[config.mk]
export PLATFORM = sky130hd
export DESIGN_NAME = sds_spi_slave
export DESIGN_NICKNAME = d
export VERILOG_FILES = /design/src/sds_pkg.sv /design/src/sds_diag_if.sv /design/src/sds_pin_sync.sv /design/src/sds_diag_reg.sv /design/src/sds_spi_slave.sv
export SDC_FILE = /design/constraint.sdc
export NUM_CORES = 1
export LEC_CHECK = 0
export BUFFER_PORTS_ARGS = -buffer_cell sky130_fd_sc_hd__buf_2
export CAP_MARGIN = 10
export CORE_UTILIZATION = 45
export CTS_CLUSTER_DIAMETER = 60
export DETAILED_ROUTE_END_ITERATION = 10
export PLACE_DENSITY = 0.64
export REMOVE_ABC_BUFFERS = 1
export SLEW_MARGIN = 0
export SYNTH_ARGS = -nofsm -noshare
export SYNTH_HDL_FRONTEND = slang
export SYNTH_SLANG_ARGS = --single-unit
export TNS_END_PERCENT = 100
[constraint.sdc]
create_clock -name clk_sys -period 2.8 [get_ports clk_sys]
set_input_delay 0.14 -clock clk_sys [delete_from_list [all_inputs] [get_ports clk_sys]]
set_output_delay 0.14 -clock clk_sys [all_outputs]
set_load 0.05 [all_outputs]
[src/sds_pkg.sv]
// Constants, types and helpers shared by the serial diagnostic slave.
// Assumes every user names items as sds_pkg::name; nothing is imported.

package sds_pkg;

  // Frame layout, counted in falling clock edges
  localparam logic [1:0] CHIP_CODE = 2'h0;
  localparam logic [4:0] ADDR_DONE = 5'h02;
  localparam logic [4:0] OPC_DONE = 5'h08;
  localparam logic [4:0] FLAG_POS = 5'h07;
  localparam logic [4:0] FRAME_EDGES = 5'h10;
  localparam logic [4:0] EDGE_SAT = 5'h11;

  // Opcodes in instruction bits 5..1
  localparam logic [4:0] OP_READ_IDENT = 5'h00;
  localparam logic [4:0] OP_READ_REV = 5'h01;
  localparam logic [4:0] OP_READ_DIAG = 5'h04;

  // Fixed part of the verification byte, bits 5..1
  localparam logic [4:0] VERIF_PATTERN = 5'h15;
  localparam logic [7:0] UNUSED_DATA = 8'hFF;

  // Diagnostic register layout and reset values
  localparam logic [7:0] DIAG_RESET = 8'hFF;
  localparam logic [3:0] UV_CODE = 4'h0;
  localparam logic [1:0] CODE_NO_ERROR = 2'h3;
  localparam int BIT_CURR_LIMIT = 4;
  localparam int BIT_DERATE = 5;
  localparam int BIT_OVERTEMP = 6;

  // Frame progress of the serial slave
  typedef enum logic [2:0] {ST_IDLE, ST_ADDR, ST_CMD, ST_DATA, ST_IGNORE} sds_state_type;

  // Opcode has a function
  function automatic logic sds_opcode_used(input logic [4:0] op);
    sds_opcode_used = (op == OP_READ_IDENT) || (op == OP_READ_REV) || (op == OP_READ_DIAG);
  endfunction

endpackage

[src/sds_diag_if.sv]
// Link between serial slave and diagnostic register.
// Assumes both ends run on clk_sys.
`timescale 1ns/1ps
`default_nettype none

interface sds_diag_if (
  input wire logic clk_sys
);
  logic clearReq; // One-cycle request to reset the register
  logic [7:0] value; // Register contents as read

  modport diag (input clearReq, output value);
  modport spi (output clearReq, input value);
endinterface // sds_diag_if

`default_nettype wire

[src/sds_pin_sync.sv]
// Three-stage input synchroniser with agreement filter.
// Assumes asynchronous inputs; reset is synchronous on clk_sys.
`timescale 1ns/1ps
`default_nettype none

module sds_pin_sync #(
  parameter int WIDTH = 1,
  parameter logic [WIDTH-1:0] RESET_VALUE = '0
) (
  input wire logic clk_sys,
  input wire logic rst,
  input wire logic [WIDTH-1:0] pinIn,
  output logic [WIDTH-1:0] pinOut
);
  logic [WIDTH-1:0] stage1; // Read only by stage2
  logic [WIDTH-1:0] stage2;
  logic [WIDTH-1:0] stage3;
  logic [WIDTH-1:0] next_pinOut;

  // Take a change once stage2 and stage3 agree
  always_comb begin
    next_pinOut = (~(stage2 ^ stage3) & stage3) | ((stage2 ^ stage3) & pinOut);
  end

  // Shift chain and filtered output
  always_ff @(posedge clk_sys) begin
    if (rst) begin
      stage1 <= RESET_VALUE;
      stage2 <= RESET_VALUE;
      stage3 <= RESET_VALUE;
      pinOut <= RESET_VALUE;
    end else begin
      stage1 <= pinIn;
      stage2 <= stage1;
      stage3 <= stage2;
      pinOut <= next_pinOut;
    end
  end
endmodule // sds_pin_sync

`default_nettype wire

[src/sds_diag_reg.sv]
// Diagnostic status register with its reset and override conditions.
// Assumes all inputs already synchronised to clk_sys.
`timescale 1ns/1ps
`default_nettype none

module sds_diag_reg (
  input wire logic clk_sys,
  input wire logic rst,
  input wire logic enableIn,
  input wire logic disableIn,
  input wire logic diagModeOk,
  input wire logic underVolt,
  input wire logic logicSupplyOk,
  input wire logic [1:0] out1Fault,
  input wire logic [1:0] out2Fault,
  input wire logic currentLimitEvent,
  input wire logic thermalDerateEvent,
  input wire logic overtempEvent,
  sds_diag_if.diag diagBus
);
  logic [6:0] stored; // Latched bits 6..0
  logic [6:0] next_stored;
  logic dmsPrev; // For supply rise detection
  logic next_dmsPrev;
  logic outBitsLive; // Real output codes may be shown

  // Clears first, then events, so a same-cycle event is kept
  always_comb begin
    next_stored = stored;
    next_dmsPrev = diagModeOk;
    if (disableIn || !enableIn) begin
      next_stored = sds_pkg::DIAG_RESET[6:0];
    end
    if (diagBus.clearReq) begin
      next_stored = sds_pkg::DIAG_RESET[6:0];
    end
    if (diagModeOk && !dmsPrev) begin
      next_stored = sds_pkg::DIAG_RESET[6:0];
    end
    // Latest fault code of each output is held
    if (out1Fault != sds_pkg::CODE_NO_ERROR) begin
      next_stored[1:0] = out1Fault;
    end
    if (out2Fault != sds_pkg::CODE_NO_ERROR) begin
      next_stored[3:2] = out2Fault;
    end
    if (currentLimitEvent) begin
      next_stored[sds_pkg::BIT_CURR_LIMIT] = 1'b0;
    end
    if (thermalDerateEvent) begin
      next_stored[sds_pkg::BIT_DERATE] = 1'b0;
    end
    if (overtempEvent) begin
      next_stored[sds_pkg::BIT_OVERTEMP] = 1'b0;
    end
  end

  // Register update
  always_ff @(posedge clk_sys) begin
    if (rst) begin
      stored <= sds_pkg::DIAG_RESET[6:0];
      dmsPrev <= 1'b0;
    end else begin
      stored <= next_stored;
      dmsPrev <= next_dmsPrev;
    end
  end

  // Undervoltage or a missing logic supply masks the output codes; they come back once both clear
  assign outBitsLive = !underVolt && logicSupplyOk;
  assign diagBus.value = {enableIn & ~disableIn, stored[6:4],
                          outBitsLive ? stored[3:0] : sds_pkg::UV_CODE};

  a_uv_zero_code: assert property (@(posedge clk_sys) disable iff (rst)
    underVolt |-> diagBus.value[3:0] == 4'h0)
    else $error("Output codes not forced low under undervoltage");
  a_uv_restore: assert property (@(posedge clk_sys) disable iff (rst)
    (!underVolt && logicSupplyOk) |-> diagBus.value[3:0] == stored[3:0])
    else $error("Output codes not restored");
  a_disable_reset: assert property (@(posedge clk_sys) disable iff (rst)
    ((disableIn || !enableIn) && !currentLimitEvent && !thermalDerateEvent && !overtempEvent
     && out1Fault == 2'h3 && out2Fault == 2'h3) |=> stored == 7'h7F)
    else $error("Register not reset by pin state");
  a_endis_live: assert property (@(posedge clk_sys) disable iff (rst)
    diagBus.value[7] == (enableIn && !disableIn))
    else $error("Bit 7 not matching pins");
  a_overtemp_low: assert property (@(posedge clk_sys) disable iff (rst)
    overtempEvent |=> !stored[6])
    else $error("Overtemperature flag not cleared");
endmodule // sds_diag_reg

`default_nettype wire

[src/sds_spi_slave.sv]
// Serial slave port of the bridge driver with its diagnostic register.
// Assumes pins asynchronous to clk_sys; serial clock well below clk_sys/8.
`timescale 1ns/1ps
`default_nettype none

module sds_spi_slave #(
  parameter logic [7:0] IDENT_VALUE = 8'h5A, // Arbitrary identifier value
  parameter logic [7:0] REV_VALUE = 8'h00 // Arbitrary revision value
) (
  input wire logic clk_sys,
  input wire logic rst,
  input wire logic sclkPin,
  input wire logic selectN,
  input wire logic serialIn,
  output logic serialOut,
  output logic serialOutEn,
  input wire logic enablePin,
  input wire logic disableInput,
  input wire logic diagModeSelect,
  input wire logic batteryUnderVolt,
  input wire logic logicSupplyOk,
  input wire logic [1:0] out1Fault,
  input wire logic [1:0] out2Fault,
  input wire logic currentLimitEvent,
  input wire logic thermalDerateEvent,
  input wire logic overtempEvent
);
  // Synchronised pin bundle width
  localparam int PIN_W = 15;
  // Select idles high so a reset never fakes a frame end
  localparam logic [PIN_W-1:0] PIN_RESET = 15'h2000;

  logic [PIN_W-1:0] pinRaw; // Pins as they arrive
  logic [PIN_W-1:0] pinSync; // Pins after filtering
  logic sclkF; // Filtered serial clock
  logic selNF; // Filtered select, active low
  logic siF; // Filtered serial data in
  logic enF; // Filtered enable pin
  logic disF; // Filtered disable pin
  logic dmsF; // Mode-select supply above threshold
  logic uvF; // Main supply undervoltage
  logic lsoF; // Internal logic supply present
  logic [1:0] out1F; // First output fault code
  logic [1:0] out2F; // Second output fault code
  logic clF; // Current limitation event
  logic tdF; // Thermal current reduction event
  logic otF; // Overtemperature event

  // Frame state
  sds_pkg::sds_state_type state;
  sds_pkg::sds_state_type next_state;
  logic [4:0] edgeCount; // Falling edges in this frame
  logic [4:0] next_edgeCount;
  logic [7:0] shiftIn; // Instruction bits received
  logic [7:0] next_shiftIn;
  logic addrOk; // Chip code matched
  logic next_addrOk;
  logic [4:0] opcode; // Decoded instruction
  logic [4:0] next_opcode;
  logic [7:0] dataShift; // Byte selected for return
  logic [7:0] next_dataShift;
  logic [4:0] outPos; // Bit position now on the output
  logic [4:0] next_outPos;
  logic next_serialOut;
  logic next_serialOutEn;
  logic prevErr; // Previous frame was invalid
  logic next_prevErr;
  logic clearReq; // Reset request to the register
  logic next_clearReq;
  logic sclkPrev; // Last filtered clock level
  logic selPrev; // Last filtered select level

  // Edge strobes of the filtered pins
  logic sclkFall;
  logic sclkRise;
  logic selRise;
  logic [7:0] byteIn; // Instruction including current bit
  logic [7:0] verifByte; // Byte sent during the instruction
  logic [7:0] byteOut; // Byte feeding the output bit
  logic frameValid; // End-of-frame verdict

  sds_diag_if diagBus (.clk_sys(clk_sys));

  assign pinRaw = {sclkPin, selectN, serialIn, enablePin, disableInput, diagModeSelect,
                   batteryUnderVolt, logicSupplyOk, out1Fault, out2Fault,
                   currentLimitEvent, thermalDerateEvent, overtempEvent};
  assign {sclkF, selNF, siF, enF, disF, dmsF, uvF, lsoF, out1F, out2F, clF, tdF, otF} = pinSync;

  // All pins cross into clk_sys through one filter bank
  sds_pin_sync #(
    .WIDTH(PIN_W),
    .RESET_VALUE(PIN_RESET)
  ) pinSyncInst (
    .clk_sys(clk_sys),
    .rst(rst),
    .pinIn(pinRaw),
    .pinOut(pinSync)
  );

  // Diagnostic register and its clear conditions
  sds_diag_reg diagInst (
    .clk_sys(clk_sys),
    .rst(rst),
    .enableIn(enF),
    .disableIn(disF),
    .diagModeOk(dmsF),
    .underVolt(uvF),
    .logicSupplyOk(lsoF),
    .out1Fault(out1F),
    .out2Fault(out2F),
    .currentLimitEvent(clF),
    .thermalDerateEvent(tdF),
    .overtempEvent(otF),
    .diagBus(diagBus.diag)
  );

  assign diagBus.clearReq = clearReq;

  // Clock edges seen only while select is low are used
  assign sclkFall = sclkPrev && !sclkF && !selNF;
  assign sclkRise = !sclkPrev && sclkF && !selNF;
  assign selRise = !selPrev && selNF;
  assign byteIn = {shiftIn[6:0], siF};
  assign verifByte = {2'b00, sds_pkg::VERIF_PATTERN, prevErr};
  assign byteOut = (edgeCount < sds_pkg::OPC_DONE) ? verifByte : dataShift;
  // Count and function both decide validity
  assign frameValid = (edgeCount == sds_pkg::FRAME_EDGES) && sds_pkg::sds_opcode_used(opcode);

  // Next frame state
  always_comb begin
    next_state = state;
    next_edgeCount = edgeCount;
    next_shiftIn = shiftIn;
    next_addrOk = addrOk;
    next_opcode = opcode;
    next_dataShift = dataShift;
    next_outPos = outPos;
    next_serialOut = serialOut;
    next_serialOutEn = serialOutEn;
    next_prevErr = prevErr;
    next_clearReq = 1'b0;
    if (!dmsF) begin
      // Mode-select supply low holds the port in its default state
      next_state = sds_pkg::ST_IDLE;
      next_edgeCount = 5'h00;
      next_addrOk = 1'b0;
      next_outPos = 5'h00;
      next_serialOut = 1'b0;
      next_serialOutEn = 1'b0;
      next_prevErr = 1'b0;
    end else if (selNF) begin
      // Deselected: output released, wait for next instruction
      next_serialOutEn = 1'b0;
      next_serialOut = 1'b0;
      next_state = sds_pkg::ST_IDLE;
      next_edgeCount = 5'h00;
      next_outPos = 5'h00;
      if (selRise && state != sds_pkg::ST_IDLE && state != sds_pkg::ST_IGNORE) begin
        // Commit happens at the select rising edge
        next_prevErr = !frameValid;
        if (frameValid && opcode == sds_pkg::OP_READ_DIAG) begin
          next_clearReq = 1'b1;
        end
      end
    end else begin
      case (state)
        sds_pkg::ST_IDLE: begin
          next_state = sds_pkg::ST_ADDR;
          next_addrOk = 1'b0;
          next_opcode = sds_pkg::OP_READ_IDENT;
        end
        sds_pkg::ST_ADDR: begin
          // Second bit completes the chip code
          if (sclkFall && edgeCount + 5'h01 == sds_pkg::ADDR_DONE) begin
            next_addrOk = (byteIn[1:0] == sds_pkg::CHIP_CODE);
            next_state = next_addrOk ? sds_pkg::ST_CMD : sds_pkg::ST_IGNORE;
          end
        end
        sds_pkg::ST_CMD: begin
          // Opcode complete after eighth bit; bit 0 is ignored
          if (sclkFall && edgeCount + 5'h01 == sds_pkg::OPC_DONE) begin
            next_opcode = byteIn[5:1];
            next_state = sds_pkg::ST_DATA;
            case (byteIn[5:1])
              sds_pkg::OP_READ_IDENT: next_dataShift = IDENT_VALUE;
              sds_pkg::OP_READ_REV: next_dataShift = REV_VALUE;
              sds_pkg::OP_READ_DIAG: next_dataShift = diagBus.value;
              default: next_dataShift = sds_pkg::UNUSED_DATA;
            endcase
          end
        end
        sds_pkg::ST_DATA: begin
          // Input bits of the data byte are discarded on reads
        end
        sds_pkg::ST_IGNORE: begin
          // Foreign chip code: stay silent for the whole frame
        end
        default: begin
          next_state = sds_pkg::ST_IDLE;
        end
      endcase
      // Input sampled on falling edges; count saturates past 16
      if (sclkFall) begin
        next_shiftIn = byteIn;
        if (edgeCount != sds_pkg::EDGE_SAT) begin
          next_edgeCount = edgeCount + 5'h01;
        end
      end
      // Output driven on rising edges, MSB first
      if (sclkRise) begin
        next_outPos = edgeCount;
        if ((state == sds_pkg::ST_CMD || state == sds_pkg::ST_DATA)
            && edgeCount >= sds_pkg::ADDR_DONE && edgeCount < sds_pkg::FRAME_EDGES) begin
          next_serialOutEn = 1'b1;
          next_serialOut = byteOut[~edgeCount[2:0]];
        end else begin
          next_serialOutEn = 1'b0;
          next_serialOut = 1'b0;
        end
      end
    end
  end

  // Frame state registers
  always_ff @(posedge clk_sys) begin
    if (rst) begin
      state <= sds_pkg::ST_IDLE;
      edgeCount <= 5'h00;
      shiftIn <= 8'h00;
      addrOk <= 1'b0;
      opcode <= sds_pkg::OP_READ_IDENT;
      dataShift <= sds_pkg::UNUSED_DATA;
      outPos <= 5'h00;
      serialOut <= 1'b0;
      serialOutEn <= 1'b0;
      prevErr <= 1'b0;
      clearReq <= 1'b0;
      sclkPrev <= 1'b0;
      selPrev <= 1'b1;
    end else begin
      state <= next_state;
      edgeCount <= next_edgeCount;
      shiftIn <= next_shiftIn;
      addrOk <= next_addrOk;
      opcode <= next_opcode;
      dataShift <= next_dataShift;
      outPos <= next_outPos;
      serialOut <= next_serialOut;
      serialOutEn <= next_serialOutEn;
      prevErr <= next_prevErr;
      clearReq <= next_clearReq;
      sclkPrev <= sclkF;
      selPrev <= selNF;
    end
  end

  // Output never driven before the chip code is known and matched
  a_addr_phase_z: assert property (@(posedge clk_sys) disable iff (rst)
    serialOutEn |-> (outPos >= 5'h02 && addrOk))
    else $error("Output driven during address phase or mismatch");
  // Fixed alternating part of the verification byte
  a_verif_pattern: assert property (@(posedge clk_sys) disable iff (rst)
    (serialOutEn && outPos >= 5'h02 && outPos <= 5'h06) |-> serialOut == !outPos[0])
    else $error("Verification pattern wrong");
  // Last verification bit carries the previous frame verdict
  a_flag_bit: assert property (@(posedge clk_sys) disable iff (rst)
    (serialOutEn && outPos == 5'h07) |-> serialOut == prevErr)
    else $error("Verification flag bit wrong");
  // Unused opcode returns all ones
  a_unused_ones: assert property (@(posedge clk_sys) disable iff (rst)
    (serialOutEn && outPos >= 5'h08 && !sds_pkg::sds_opcode_used(opcode)) |-> serialOut)
    else $error("Unused opcode data not ff");
  // Wrong edge count marks the frame invalid
  a_bad_count_flag: assert property (@(posedge clk_sys) disable iff (rst)
    (dmsF && selRise && (state == sds_pkg::ST_CMD || state == sds_pkg::ST_DATA)
     && edgeCount != 5'h10) |=> prevErr)
    else $error("Bad edge count not flagged");
  // Diagnostics read raises a one-cycle clear request one cycle after select rises
  a_diag_clear: assert property (@(posedge clk_sys) disable iff (rst)
    (dmsF && selRise && state == sds_pkg::ST_DATA && edgeCount == 5'h10
     && opcode == sds_pkg::OP_READ_DIAG) |=> clearReq ##1 !clearReq)
    else $error("Diagnostics clear missing");
  // Deselected port releases the output next cycle
  a_deselect_z: assert property (@(posedge clk_sys) disable iff (rst)
    selNF |=> !serialOutEn)
    else $error("Output driven while deselected");
  // Frames with an unused opcode never clear the register
  a_invalid_no_clear: assert property (@(posedge clk_sys) disable iff (rst)
    (selRise && !sds_pkg::sds_opcode_used(opcode)) |=> !clearReq)
    else $error("Invalid frame changed a register");
  // Foreign chip code: the shared line must stay free for the other slaves
  a_ignore_silent: assert property (@(posedge clk_sys) disable iff (rst)
    (state == sds_pkg::ST_IGNORE) |-> !serialOutEn)
    else $error("Output driven on foreign chip code");
  // Register snapshot taken at the instruction's eighth bit, so later faults
  // cannot tear the byte while it is being shifted out
  a_diag_load: assert property (@(posedge clk_sys) disable iff (rst)
    (dmsF && sclkFall && state == sds_pkg::ST_CMD && edgeCount == 5'h07
     && byteIn[5:1] == sds_pkg::OP_READ_DIAG) |=> dataShift == $past(diagBus.value))
    else $error("Diagnostic byte not loaded for return");
endmodule // sds_spi_slave

`default_nettype wire

==> impl_results.md <==
- Run status: complete, no violations
- Largest clock skew in the final design: 0.00955 ns
- Worst slew pin tran: 0.575 ns
- Cells after synthesis: 361
- Static Leakage: 1.58 nW
- I/O pin count: 19
- Antenna diode instance count: 0
- Post-synthesis register bit count: 100
- DR iter-0 viols: 73
- Height of the chip: 91.3 µm
- Maximum resistive drop on vdd: 0.322 mV
- Startpoint type of the worst setup path: flip-flop
- Clock tree buffer depth: 2
- Final worst path period need: 2.36 ns
- Setup repair after global routing missed its margin: false
- CP Buf/Inv Count: 0
- Critical path launch point: edgeCount[0]$_SDFFE_PP0P_
- Maximum achievable frequency: 0.423 GHz
- Min-Delay Path Depth: 2
- Share of layout cells above drive strength 1: 11.8%
- Maximum capacitance violations: 0
- First-pass GRT wire length: 10400 µm
- Maximum number of pins on one net before global-route repair: 61
- Die X: 91.3 µm
- Total congestion overflow: 0
- Primary FF master, synth: sky130_fd_sc_hd__dfxtp_1
- Final hold violations: 0
- Antenna violations before repair: 0
- Area of the die: 8340 µm²
- Endpoint kind of the worst setup timing path: flip-flop
- Number of clock sinks: 100
- Final routed wirelength across all metal layers: 5870 µm
- Floorplan Core Area: 7730 µm²
- Number of search-and-repair iterations in the first detailed-routing pass: 4
- Unique masters post-synth: 47
- GPL Wtd Cong: 0.776
- Netlist area before placement: 3590 µm²
- Path class of the lowest-slack min-delay path: in -> reg
- Setup TNS: 0 ns
- CTS clk-pin slew, worst paths: 0.08 ns
- Per-instance average area after synthesis: 9.94 µm²
- Count of warnings emitted by yosys: 0
- Vias in the first global route: 2264
- HPWL Detailed: 3810 µm
- Number of max-slew violations in the final report: 0
- Area growth, synth to finish: 14.4%
- Placement Rows: 32
- Total power: 2.46 mW
- Routed length per placed instance: 11.8 µm
- Headroom to the max-slew limit: 61.7%
- Number of nets in the finished design: 413
- Ys async rst share: 0%
- Clk Latency, worst-skew pair: 0.35 ns
- TritonCTS clock tree: yes
- Hold Crit Endpoint: diagInst.dmsPrev$_SDFF_PP0_
- Overall Global Routing Usage: 15.6%
- Total area of sequential cells: 2000 µm²
- Crit path max fanout: 11
- EDFF count, synth: 0
- Type of the worst setup path: reg -> reg
- H-tree depth reported by CTS: 3
- TritonCTS buffer count: 9
- Cell count of the worst reg-to-reg path: 6
- Vias/cell: 4.91
- CP max stage cell: sky130_fd_sc_hd__or3_1
- Cell family contributing the most delay on the critical path: simple AND/OR/NAND/NOR gates
- Effective utilization at floorplan: 46.5%
- Setup slack of the most critical reg-to-reg path: 0.44 ns
- Worst reg2reg endpoint: dataShift[2]$_SDFFE_PP1P_
- Final setup violation count: 0
- Count of nets left with antenna violations after detail routing: 0
- Post-route DRC: 0
- Cells along the critical path: ha_1, nand3_1, xor2_1, nand4_1, or3_1, mux2i_1
- Worst reg2reg path startpoint: edgeCount[0]$_SDFFE_PP0P_
- Post-CTS Setup Repair Bufs: 0
- Arrival time at the worst endpoint: 2.58 ns
- IO buf count: 18
- Total via count after detailed routing: 2450
- Worst Path Required: 3.02 ns
- Filler instances: 700
- Hold Startpoint: rst
- Peak per-stage delay on the critical path: 0.60 ns
- Share of the clock period used by the worst path after layout: 84.3%
- Clock root cell: sky130_fd_sc_hd__clkbuf_8
- Power density of the placed cells: 599 nW/µm²
- Fraction of the yosys area taken by sequential cells: 55.8%
- Area occupied by multi-input gates: 1490 µm²
-- power breakdown --
part / switching (mW) / total, mW / leakage (nW) / internal, mW
logic: 0.0314 / 0.0745 / 0.665 / 0.0430
clock network: 0.479 / 0.924 / 0.101 / 0.445
registers: 0.0109 / 1.46 / 0.815 / 1.45
total: 0.521 / 2.46 / 1.58 / 1.94
-- cells by family after synthesis --
kind of cell,after synthesis,synth area share (%)
flip-flops,100,55.8
AO/OA/AOI/OAI,69,11.5
AND/OR/NAND/NOR,143,22.1
adder cells (fa/ha/maj),4,1.39
buffers and inverters,22,2.72
multiplexers,16,4.57
XOR/XNOR,7,1.92
-- cell usage after synthesis, drive strengths merged, types with 2 or more instances --
library cell	instances	area, µm²
dfxtp	100	2000
nor2b	45	282
nor2	30	113
a21oi	29	145
nand2	24	90.1
o21ai	17	85.1
mux2i	13	130
clkbuf	9	33.8
nor3	9	45.0
buf	7	41.3
inv	6	22.5
a22o	5	43.8
nand2b	5	31.3
nor3b	5	48.8
a21o	4	30.0
ha	4	50.1
nand3b	4	30.0
nor4	4	25.0
o21bai	4	30.0
or2	4	25.0
xor2	4	42.6
mux2	3	33.8
xnor2	3	26.3
a31oi	2	12.5
and2	2	12.5
and3	2	17.5
and3b	2	17.5
nor4b	2	23.8
or3	2	12.5
-- stage by stage --
stage	utilization, %	std cells	setup WS (ns)	cell area, µm²	hold WS, ns
final	53.1	499	0.439	4110	0.0316
after detailed placement	48.6	468	0.464	3750	0.326
after global routing	53.1	499	0.208	4110	0.0430
after CTS	53.1	499	0.441	4110	0.0353
after global placement	48.6	468	0.534	3750	0.324
after floorplan	-	345	0.726	3510	0.207
-- routing by layer --
layer / global-route usage (%) / routed length (µm) / part of all wire [%] / up-vias
met5: 0 / 0 / 0 / -
met4: 7.14 / 89 / 1.5 / 0
met3: 3.27 / 149 / 2.5 / 7
met2: 23.0 / 2550 / 43 / 28
met1: 21.7 / 3080 / 53 / 1131
li1: - / - / - / 1284
-- cell type report --
class	instances	area share (%)
repair buffers	36	6.40
well taps	102	3.11
clock inverters	4	1.37
clock buffers	12	3.53
flip-flops and latches	100	48.8
inverters	6	0.548
multi-input cells	239	36.3
-- layout by cell type, fill, tap and decap left out, types with 2 or more instances in the layout --
master and count:
sky130_fd_sc_hd__mux2_2 3, sky130_fd_sc_hd__xor2_1 3, sky130_fd_sc_hd__ha_1 4, sky130_fd_sc_hd__or2_2 4
sky130_fd_sc_hd__clkbuf_8 10, sky130_fd_sc_hd__xnor2_1 3, sky130_fd_sc_hd__nand2_1 24, sky130_fd_sc_hd__inv_1 6
sky130_fd_sc_hd__buf_2 18, sky130_fd_sc_hd__a21oi_1 29, sky130_fd_sc_hd__clkinv_4 2, sky130_fd_sc_hd__buf_4 3
sky130_fd_sc_hd__o21bai_1 4, sky130_fd_sc_hd__a21o_1 4, sky130_fd_sc_hd__nor2b_1 45, sky130_fd_sc_hd__and3b_1 2
sky130_fd_sc_hd__nor3_1 9, sky130_fd_sc_hd__nand2b_1 5, sky130_fd_sc_hd__nand3b_1 4, sky130_fd_sc_hd__a31oi_1 2
sky130_fd_sc_hd__nor3b_1 4, sky130_fd_sc_hd__or3_1 2, sky130_fd_sc_hd__and2_1 2, sky130_fd_sc_hd__a22o_1 5
sky130_fd_sc_hd__o21ai_0 17, sky130_fd_sc_hd__nor4_1 4, sky130_fd_sc_hd__mux2i_1 13, sky130_fd_sc_hd__clkbuf_1 2
sky130_fd_sc_hd__dlygate4sd3_1 15, sky130_fd_sc_hd__dfxtp_1 100, sky130_fd_sc_hd__nor2_1 30
-- what timing repair did --
item,in CTS,in global routing
hold endpoints to repair,15,0
hold buffers,15,0
gates resized for setup,0,0
-- how the worst max path moves through the flow --
stage / to / cells past startpoint
3_5_place_dp: dataShift[2]$_SDFFE_PP1P_ / 6
5_1_grt: dataShift[4]$_SDFFE_PP1P_ / 6
2_1_floorplan: dataShift[0]$_SDFFE_PP1P_ / 6
6_report: dataShift[2]$_SDFFE_PP1P_ / 6
3_3_place_gp: dataShift[2]$_SDFFE_PP1P_ / 6
4_1_cts: dataShift[2]$_SDFFE_PP1P_ / 6
(Power assumes the default switching activity.)
